File: src/hw/pca_regs_cfg.svh
// Address map, field positions and reset values
// for the counter and capture/compare register block.
// Assumes an 8-bit special-function-register bus on the core clock.
`ifndef PCA_REGS_CFG_SVH
`define PCA_REGS_CFG_SVH

// ==========================================================
// Register addresses
`define ADDR_COUNTER_LOW   8'hf9
`define ADDR_COUNTER_HIGH  8'hfa
`define ADDR_CAPTURE0_LOW  8'hfb
`define ADDR_CAPTURE0_HIGH 8'hfc
`define ADDR_CAPTURE1_LOW  8'he9
`define ADDR_CAPTURE1_HIGH 8'hea
`define ADDR_CAPTURE2_LOW  8'heb
`define ADDR_CAPTURE2_HIGH 8'hec
`define ADDR_CAPTURE3_LOW  8'hed
`define ADDR_CAPTURE3_HIGH 8'hee
`define ADDR_CAPTURE4_LOW  8'hfd
`define ADDR_CAPTURE4_HIGH 8'hfe
`define ADDR_CAPTURE5_LOW  8'hd2
`define ADDR_CAPTURE5_HIGH 8'hd3
`define ADDR_MODULE0_MODE  8'hda
`define ADDR_MODULE1_MODE  8'hdb
`define ADDR_MODULE2_MODE  8'hdc
`define ADDR_MODULE3_MODE  8'hdd
`define ADDR_MODULE4_MODE  8'hde
`define ADDR_MODULE5_MODE  8'hce

// ==========================================================
// Fields and reset values
`define MODE_WIDE_PWM_BIT  7
`define MODE_COMPARE_BIT   6
`define MODE_PWM_BIT       1
`define WATCHDOG_MODULE    3'h5
`define RESET_BYTE         8'h00
`define RESET_WORD         16'h0000
`define UNMAPPED_READ      8'h00

`endif

File: src/hw/pca_regs_pkg.sv
// Types shared by the counter and capture/compare register block.
// Assumes nothing beyond a SystemVerilog compiler.
`default_nettype none
package pca_regs_pkg;

	typedef logic [7:0]  sfr_byte_t;
	typedef logic [15:0] count_word_t;

	// Cycle length when a channel is not in 16-bit PWM mode
	typedef enum logic [1:0] {
		CYCLE_8  = 2'b00,
		CYCLE_9  = 2'b01,
		CYCLE_10 = 2'b10,
		CYCLE_11 = 2'b11
	} cycle_len_t;

endpackage

`default_nettype wire

File: src/hw/pca_counter_capture_regs.sv
// Counter/timer and six capture/compare modules behind the core's
// special-function-register port, with mode registers and auto-reload.
// Assumes a single-cycle SFR bus on CORE_CLK and watchdog, reload select
// and cycle length driven by logic on the same clock.
`timescale 1ns/100ps
`include "pca_regs_cfg.svh"
`default_nettype none

// Operation
// - Counter low byte register is count bits 7:0, readable and writable.
// - Counter high byte register maps to count bits 15:8.
// - High byte reads return a snapshot taken when the low byte is read.
// - Low byte writes are ignored while the watchdog is enabled.
// - High byte writes are ignored while the watchdog is enabled.
// - Six modules each hold a 16-bit value as low and high byte registers.
// - With reload select set, the low address reaches the auto-reload low byte.
// - With reload select set, the high address reaches the auto-reload high byte.
// - Writing a module's low byte clears its comparator enable.
// - Writing a module's high byte sets its comparator enable.
// - Comparator enable turns on the module's comparator; other mode bits pick function.
// - While watchdog is enabled, module 5's mode register cannot change.
// - Cycle length field picks 8, 9, 10 or 11 bit cycles outside 16-bit PWM.
module pca_counter_capture_regs
	import pca_regs_pkg::*;
(
	input  wire logic        CORE_CLK,
	input  wire logic        RST_N,
	input  wire logic        CLK_EN,
	input  wire logic [7:0]  SFR_ADDR,
	input  wire logic        SFR_WR,
	input  wire logic        SFR_RD,
	input  wire logic [7:0]  SFR_WDATA,
	output var  logic [7:0]  SFR_RDATA,
	output var  logic        SFR_RVALID,
	input  wire logic        COUNT_TICK,
	input  wire logic        WATCHDOG_ENABLE,
	input  wire logic        RELOAD_SELECT,
	input  wire logic [1:0]  CYCLE_LENGTH_SELECT,
	output var  logic [15:0] COUNT_VALUE,
	output var  logic        CYCLE_WRAP,
	output var  logic [5:0]  COMPARATOR_ENABLE,
	output var  logic [5:0]  MATCH
);

	localparam int CHANNELS = 6;

	// ==========================================================
	// Address decode
	// Result: [4] hit, [3] high byte, [2:0] module index
	function automatic logic [4:0] capture_slot(input logic [7:0] addr);
		begin
			unique case (addr)
				`ADDR_CAPTURE0_LOW:  capture_slot = 5'b10_000;
				`ADDR_CAPTURE0_HIGH: capture_slot = 5'b11_000;
				`ADDR_CAPTURE1_LOW:  capture_slot = 5'b10_001;
				`ADDR_CAPTURE1_HIGH: capture_slot = 5'b11_001;
				`ADDR_CAPTURE2_LOW:  capture_slot = 5'b10_010;
				`ADDR_CAPTURE2_HIGH: capture_slot = 5'b11_010;
				`ADDR_CAPTURE3_LOW:  capture_slot = 5'b10_011;
				`ADDR_CAPTURE3_HIGH: capture_slot = 5'b11_011;
				`ADDR_CAPTURE4_LOW:  capture_slot = 5'b10_100;
				`ADDR_CAPTURE4_HIGH: capture_slot = 5'b11_100;
				`ADDR_CAPTURE5_LOW:  capture_slot = 5'b10_101;
				`ADDR_CAPTURE5_HIGH: capture_slot = 5'b11_101;
				default:             capture_slot = 5'b00_000;
			endcase
		end
	endfunction

	// Result: [3] hit, [2:0] module index
	function automatic logic [3:0] mode_slot(input logic [7:0] addr);
		begin
			unique case (addr)
				`ADDR_MODULE0_MODE: mode_slot = 4'b1_000;
				`ADDR_MODULE1_MODE: mode_slot = 4'b1_001;
				`ADDR_MODULE2_MODE: mode_slot = 4'b1_010;
				`ADDR_MODULE3_MODE: mode_slot = 4'b1_011;
				`ADDR_MODULE4_MODE: mode_slot = 4'b1_100;
				`ADDR_MODULE5_MODE: mode_slot = 4'b1_101;
				default:            mode_slot = 4'b0_000;
			endcase
		end
	endfunction

	// Bits of the count that make one PWM cycle
	function automatic logic [15:0] cycle_mask(input cycle_len_t sel);
		begin
			unique case (sel)
				CYCLE_8:  cycle_mask = 16'h00ff;
				CYCLE_9:  cycle_mask = 16'h01ff;
				CYCLE_10: cycle_mask = 16'h03ff;
				CYCLE_11: cycle_mask = 16'h07ff;
			endcase
		end
	endfunction

	// ==========================================================
	// State
	count_word_t count;
	sfr_byte_t   snapshot;
	count_word_t capture_value [CHANNELS];
	count_word_t reload_value  [CHANNELS];
	sfr_byte_t   module_mode   [CHANNELS];
	sfr_byte_t   next_rdata;
	count_word_t mask;

	logic       wr_en;
	logic       rd_en;
	logic [4:0] cap_slot;
	logic [3:0] md_slot;
	logic       cap_hit;
	logic       cap_high;
	logic [2:0] cap_idx;
	logic       md_hit;
	logic [2:0] md_idx;
	logic       wr_count_low;
	logic       wr_count_high;
	logic       wrap_now;

	assign wr_en    = CLK_EN && SFR_WR;
	assign rd_en    = CLK_EN && SFR_RD;
	assign cap_slot = capture_slot(SFR_ADDR);
	assign md_slot  = mode_slot(SFR_ADDR);
	assign cap_hit  = cap_slot[4];
	assign cap_high = cap_slot[3];
	assign cap_idx  = cap_slot[2:0];
	assign md_hit   = md_slot[3];
	assign md_idx   = md_slot[2:0];
	assign mask     = cycle_mask(cycle_len_t'(CYCLE_LENGTH_SELECT));
	assign wrap_now = COUNT_TICK && ((count & mask) == mask);

	// Watchdog owns the count; writes are dropped without any bus error
	assign wr_count_low  = wr_en && SFR_ADDR == `ADDR_COUNTER_LOW && !WATCHDOG_ENABLE;
	assign wr_count_high = wr_en && SFR_ADDR == `ADDR_COUNTER_HIGH && !WATCHDOG_ENABLE;

	// ==========================================================
	// Counter and high-byte snapshot
	// A software write in the same cycle as a tick wins; the tick is lost.
	always_ff @(posedge CORE_CLK or negedge RST_N)
	begin
		if (!RST_N)
			count <= `RESET_WORD;
		else if (CLK_EN)
		begin
			if (wr_count_low)
				count[7:0] <= SFR_WDATA;
			else if (wr_count_high)
				count[15:8] <= SFR_WDATA;
			else if (COUNT_TICK)
				count <= count + 16'h0001;
		end
	end

	// Latching on the low read keeps a 16-bit read coherent across two bytes
	always_ff @(posedge CORE_CLK or negedge RST_N)
	begin
		if (!RST_N)
			snapshot <= `RESET_BYTE;
		else if (rd_en && SFR_ADDR == `ADDR_COUNTER_LOW)
			snapshot <= count[15:8];
	end

	// ==========================================================
	// Mode registers and comparator enable side effects
	always_ff @(posedge CORE_CLK or negedge RST_N)
	begin
		if (!RST_N)
		begin
			for (int i = 0; i < CHANNELS; i++)
				module_mode[i] <= `RESET_BYTE;
		end
		else if (CLK_EN)
		begin
			for (int i = 0; i < CHANNELS; i++)
			begin
				// Module 5's mode register is frozen whole while it serves as watchdog
				if (!(WATCHDOG_ENABLE && i == int'(`WATCHDOG_MODULE)))
				begin
					if (wr_en && md_hit && md_idx == 3'(i))
						module_mode[i] <= SFR_WDATA;
					else if (wr_en && cap_hit && cap_idx == 3'(i) && !cap_high)
						module_mode[i][`MODE_COMPARE_BIT] <= 1'b0;
					else if (wr_en && cap_hit && cap_idx == 3'(i) && cap_high)
						module_mode[i][`MODE_COMPARE_BIT] <= 1'b1;
				end
			end
		end
	end

	// ==========================================================
	// Capture/compare values and auto-reload storage
	always_ff @(posedge CORE_CLK or negedge RST_N)
	begin
		if (!RST_N)
		begin
			for (int i = 0; i < CHANNELS; i++)
			begin
				capture_value[i] <= `RESET_WORD;
				reload_value[i]  <= `RESET_WORD;
			end
		end
		else if (CLK_EN)
		begin
			for (int i = 0; i < CHANNELS; i++)
			begin
				// Narrow PWM channels pick up their reload value at each cycle end
				if (wrap_now && module_mode[i][`MODE_PWM_BIT]
					&& !module_mode[i][`MODE_WIDE_PWM_BIT])
					capture_value[i] <= reload_value[i];
				if (wr_en && cap_hit && cap_idx == 3'(i))
				begin
					if (RELOAD_SELECT && !cap_high)
						reload_value[i][7:0] <= SFR_WDATA;
					else if (RELOAD_SELECT)
						reload_value[i][15:8] <= SFR_WDATA;
					else if (!cap_high)
						capture_value[i][7:0] <= SFR_WDATA;
					else
						capture_value[i][15:8] <= SFR_WDATA;
				end
			end
		end
	end

	// ==========================================================
	// Read path, one cycle after the strobe
	always_comb
	begin
		next_rdata = `UNMAPPED_READ;
		if (SFR_ADDR == `ADDR_COUNTER_LOW)
			next_rdata = count[7:0];
		else if (SFR_ADDR == `ADDR_COUNTER_HIGH)
			next_rdata = snapshot;
		else if (md_hit)
			next_rdata = module_mode[md_idx];
		else if (cap_hit && RELOAD_SELECT)
			next_rdata = cap_high ? reload_value[cap_idx][15:8]
				: reload_value[cap_idx][7:0];
		else if (cap_hit)
			next_rdata = cap_high ? capture_value[cap_idx][15:8]
				: capture_value[cap_idx][7:0];
	end

	always_ff @(posedge CORE_CLK or negedge RST_N)
	begin
		if (!RST_N)
		begin
			SFR_RDATA  <= `RESET_BYTE;
			SFR_RVALID <= 1'b0;
		end
		else if (CLK_EN)
		begin
			SFR_RVALID <= SFR_RD;
			if (SFR_RD)
				SFR_RDATA <= next_rdata;
		end
	end

	// ==========================================================
	// Comparator outputs
	always_ff @(posedge CORE_CLK or negedge RST_N)
	begin
		if (!RST_N)
		begin
			MATCH      <= 6'h00;
			CYCLE_WRAP <= 1'b0;
		end
		else if (CLK_EN)
		begin
			CYCLE_WRAP <= wrap_now;
			for (int i = 0; i < CHANNELS; i++)
			begin
				if (!module_mode[i][`MODE_COMPARE_BIT])
					MATCH[i] <= 1'b0;
				else if (module_mode[i][`MODE_WIDE_PWM_BIT])
					MATCH[i] <= count == capture_value[i];
				else
					MATCH[i] <= (count & mask) == (capture_value[i] & mask);
			end
		end
	end

	always_comb
	begin
		for (int i = 0; i < CHANNELS; i++)
			COMPARATOR_ENABLE[i] = module_mode[i][`MODE_COMPARE_BIT];
	end

	assign COUNT_VALUE = count;
endmodule

`default_nettype wire

File: config.mk
export PLATFORM = sky130hd
export DESIGN_NAME = pca_counter_capture_regs
export DESIGN_NICKNAME = d
export VERILOG_FILES = /design/src/hw/pca_regs_pkg.sv /design/src/hw/pca_counter_capture_regs.sv
export VERILOG_INCLUDE_DIRS = /design/src /design/src/hw
export SDC_FILE = /design/constraint.sdc
export NUM_CORES = 1
export LEC_CHECK = 0
export BUFFER_PORTS_ARGS = -buffer_cell sky130_fd_sc_hd__buf_2
export CORE_MARGIN = 4
export CORE_UTILIZATION = 40
export CTS_BUF_LIST = sky130_fd_sc_hd__clkbuf_4 sky130_fd_sc_hd__clkbuf_8
export CTS_CLUSTER_DIAMETER = 120
export CTS_CLUSTER_SIZE = 40
export DETAILED_ROUTE_END_ITERATION = 10
export PLACE_DENSITY = 0.67
export SLEW_MARGIN = 15
export SYNTH_ARGS = -nofsm -noshare
export SYNTH_HDL_FRONTEND = slang
export SYNTH_SLANG_ARGS = --single-unit
File: constraint.sdc
create_clock -name CORE_CLK -period 3.4 [get_ports CORE_CLK]
set_input_delay 0.51 -clock CORE_CLK [delete_from_list [all_inputs] [get_ports CORE_CLK]]
set_output_delay 0.51 -clock CORE_CLK [all_outputs]
set_load 0.01 [all_outputs]
==> results.cfg <==
[synthesis]
synth_seq_area_share_pct = 43.9
synth_fa_ha_area_share_pct = 0.0784
netlist_area_mm2 = 0.0160
syn_avg_cell_area_um2 = 10.3
synthArstFlopShare_pct = 100
ys_types = 84
synthMuxAreaShare_pct = 10.1
synth_edf_count = 0
synth_nets = 1580
synth_top_family_by_area = compound AO/OA/AOI/OAI gates
ys_seq_elements = 280
ys.warnings.count = 0
synth_cells = 1553
synth_simple_gate_area_share_pct = 12.4
synth_compound_gate_area_share_pct = 24.3
ys.flop_type = dfrtp_1
synthXorXnorAreaFrac_pct = 5.38

[cts]
numCtsBuffers = 11
htree_levels = 1
cts_setup_buffers = 0
worstSkewPairLatency_ns = 0.60
cts_hold_buffers = 1
max-clock-path-buffers = 3
cts_sinks = 280
cts_resized = 0
cts-root-buf = clkbuf_8
clk_pin_slew_ns = 0.24
tritoncts = yes

[setup_path]
startpoint = COUNT_VALUE[5]
arrival_ns = 3.66
cp.required_ns = 3.88
path_max_fanout = 12
r2r_end = capture_value[57]
regToRegStartpoint = COUNT_VALUE[5]
slowest_stage = a2111o_1
worstPathCellList = and4_1, nand4_1, a2111o_1, nor3b_1, o21ai_1, a22o_1
ff2ff_setup_slack_ns = 0.22
r2r_cells = 6
endpoint_kind = flop
slowest_delay_ns = 0.75
cp-start-kind = flop
endpoint = capture_value[57]
path_class = flop to flop

[placement]
hpwl_um = 44800
port_buffers = 63
place_congestion = 0.995

[route]
wl_per_cell_um = 29.6
first_pass_iters = 6
drt_iter0_drc = 2107
vias_per_cell = 6.69
drc = 0
vias = 14100
detail_route.wirelength_um = 62300
final_antenna_net_count = 0

[timing]
rsz0062_at_grt = false
hold_slack_ns = 0.175
skew_ns = 0.0543
period_share_pct = 93.4
hold_violations = 0
fmax_ghz = 0.315
worst_pin_slew_ns = 1.04
period_needed_ns = 3.18
setup_violations = 0
slew_violations = 0
maxSlewHeadroom_pct = 30.9

[power_and_ir_drop]
swShare_pct = 32.9
p_seq_share_pct = 56.4
power_density_mw_per_mm2 = 364
power_frac_comb_pct = 20.7
p_switching_w = 0.00207
peakVddDrop_v = 0.000278
internal-power_w = 0.00422
leakage_nw = 7.84
p_clk_share_pct = 22.9

[final_layout]
nFillCells = 3758
antenna_cells = 0
areaGrowthSynthToFinish_pct = 8.39
layout.nets = 1614
utilization_pct = 44.3
layout_common_cells = dfrtp_1, a22o_1, mux2_2, nand2_1, buf_4
layout_commonest_cell = dfrtp_1
layout-drive-gt1-share_pct = 20.9

[outcome]
outcome = finished clean

[min_path]
holdCritPathClass = input port to flop
min_from = CLK_EN

[die]
ios = 64
die_x_um = 208
die_area_mm2 = 0.0431
start_util_pct = 40.9
rows = 72
die_h_um = 208
core-area_mm2 = 0.0390

[grt]
antenna_found_initial = 0
grt_overflow_total = 0
track_usage_pct = 27.8
grt_pass1_vias = 13300
grt_pass1_wl_um = 91800
grt_max_degree = 127

[run]
drv_cap = 0
sequential cells by signal, indices dropped and copies added, names as in the netlist:
name,cells
snapshot,8
capture_value,96
CYCLE_WRAP,1
SFR_RVALID,1
reload_value,96
SFR_RDATA,8
COMPARATOR_ENABLE,6
MATCH,6
COUNT_VALUE,16
module_mode,42
worst max-delay path, delay by kind of cell, from the launching register on:
family	cells	cell delay (ns)
AO/OA/AOI/OAI	3	1.43
AND/OR/NAND/NOR	3	1.23
flip-flops	1	0.39
Yosys cell counts (6+ instances only):
cell type / n / share of area, %
o22ai_1: 59 / 2.3
buf_1: 8 / 0.19
nand2_1: 110 / 2.6
inv_1: 19 / 0.45
o31ai_1: 7 / 0.33
o21ai_1: 10 / 0.31
nand2b_1: 6 / 0.24
nor2b_1: 17 / 0.67
and2_1: 9 / 0.35
a21oi_1: 64 / 2.0
clkbuf_1: 85 / 2.0
o221ai_1: 11 / 0.60
o21ai_0: 70 / 2.2
buf_4: 9 / 0.42
nand3_1: 45 / 1.4
nor2_1: 47 / 1.1
mux2i_1: 17 / 1.1
nor3_1: 13 / 0.41
a211oi_1: 7 / 0.33
xor2_1: 54 / 3.0
o211ai_1: 14 / 0.66
or3b_2: 6 / 0.33
nor2_4: 6 / 0.42
nor4_1: 11 / 0.43
a31oi_1: 9 / 0.35
buf_2: 23 / 0.72
a221oi_1: 25 / 1.4
a2bb2oi_1: 16 / 0.88
and3_1: 13 / 0.51
a222oi_1: 8 / 0.50
dfrtp_1: 280 / 44
nor2_2: 6 / 0.24
a22oi_1: 13 / 0.61
xnor2_1: 44 / 2.4
nor3b_1: 7 / 0.33
a32oi_1: 6 / 0.33
mux2_2: 126 / 8.9
a22o_1: 163 / 9.0
nand4_1: 22 / 0.86
worst min path at each step:
stage                                      end  cells after the start
after detailed placement       module_mode[34]                      2
after CTS                             MATCH[0]                      2
after global routing                  MATCH[0]                      2
after floorplan           COMPARATOR_ENABLE[0]                      0
final                                 MATCH[0]                      2
after global placement         module_mode[42]                      2
cells by family (layout without fill, tap and decap cells):
family | Yosys count | count (layout)
xor gates and xnor gates | 98 | 98
muxes | 145 | 145
AOI/OAI and AO/OA | 525 | 525
adders and majority gates | 1 | 1
buffers and inverters | 145 | 182
and+or+nand+nor | 359 | 359
DFF | 280 | 280
power by group through the flow:
stage	logic, W	registers, W	clock network (W)
global route	0.00138	0.00356	0.00156
floorplan	0.000730	0.00358	0
detailed placement	0.00127	0.00360	0
global placement	0.00125	0.00360	0
CTS	0.00128	0.00354	0.00146
finish	0.00130	0.00355	0.00144
routing by layer:
metal / vias up / GRT usage, % / wire (µm)
met1: 7027 / 40.5 / 25900
li1: 5974 / - / -
met3: 166 / 5.64 / 6940
met5: - / 0 / 0
met2: 938 / 41.5 / 26600
met4: 0 / 9.63 / 2810
stage by stage:
stage          total power (W)  worst slack [ns]  cell area [µm²]  std cells  setup TNS (ns)
3_5_place_dp           0.00487            0.0730            17100       2091               0
3_3_place_gp           0.00485          -0.00945            17100       2091        -0.00945
5_1_grt                0.00650             0.176            17300       2108               0
4_1_cts                0.00628             0.340            17300       2108               0
6_report               0.00629             0.224            17300       2108               0
2_1_floorplan          0.00431             0.799            16000       1553               0
area by class of cell:
type                    instances  area (µm²)  area share, %
clock buffers                  12         159          0.919
well taps                     518         648           3.75
multi-input cells            1128        8330           48.2
flip-flops and latches        280        7010           40.5
repair buffers                147        1020           5.92
inverters                      19        71.3          0.413
clock inverters                 4        47.5          0.275
(Power assumes the default switching activity.)
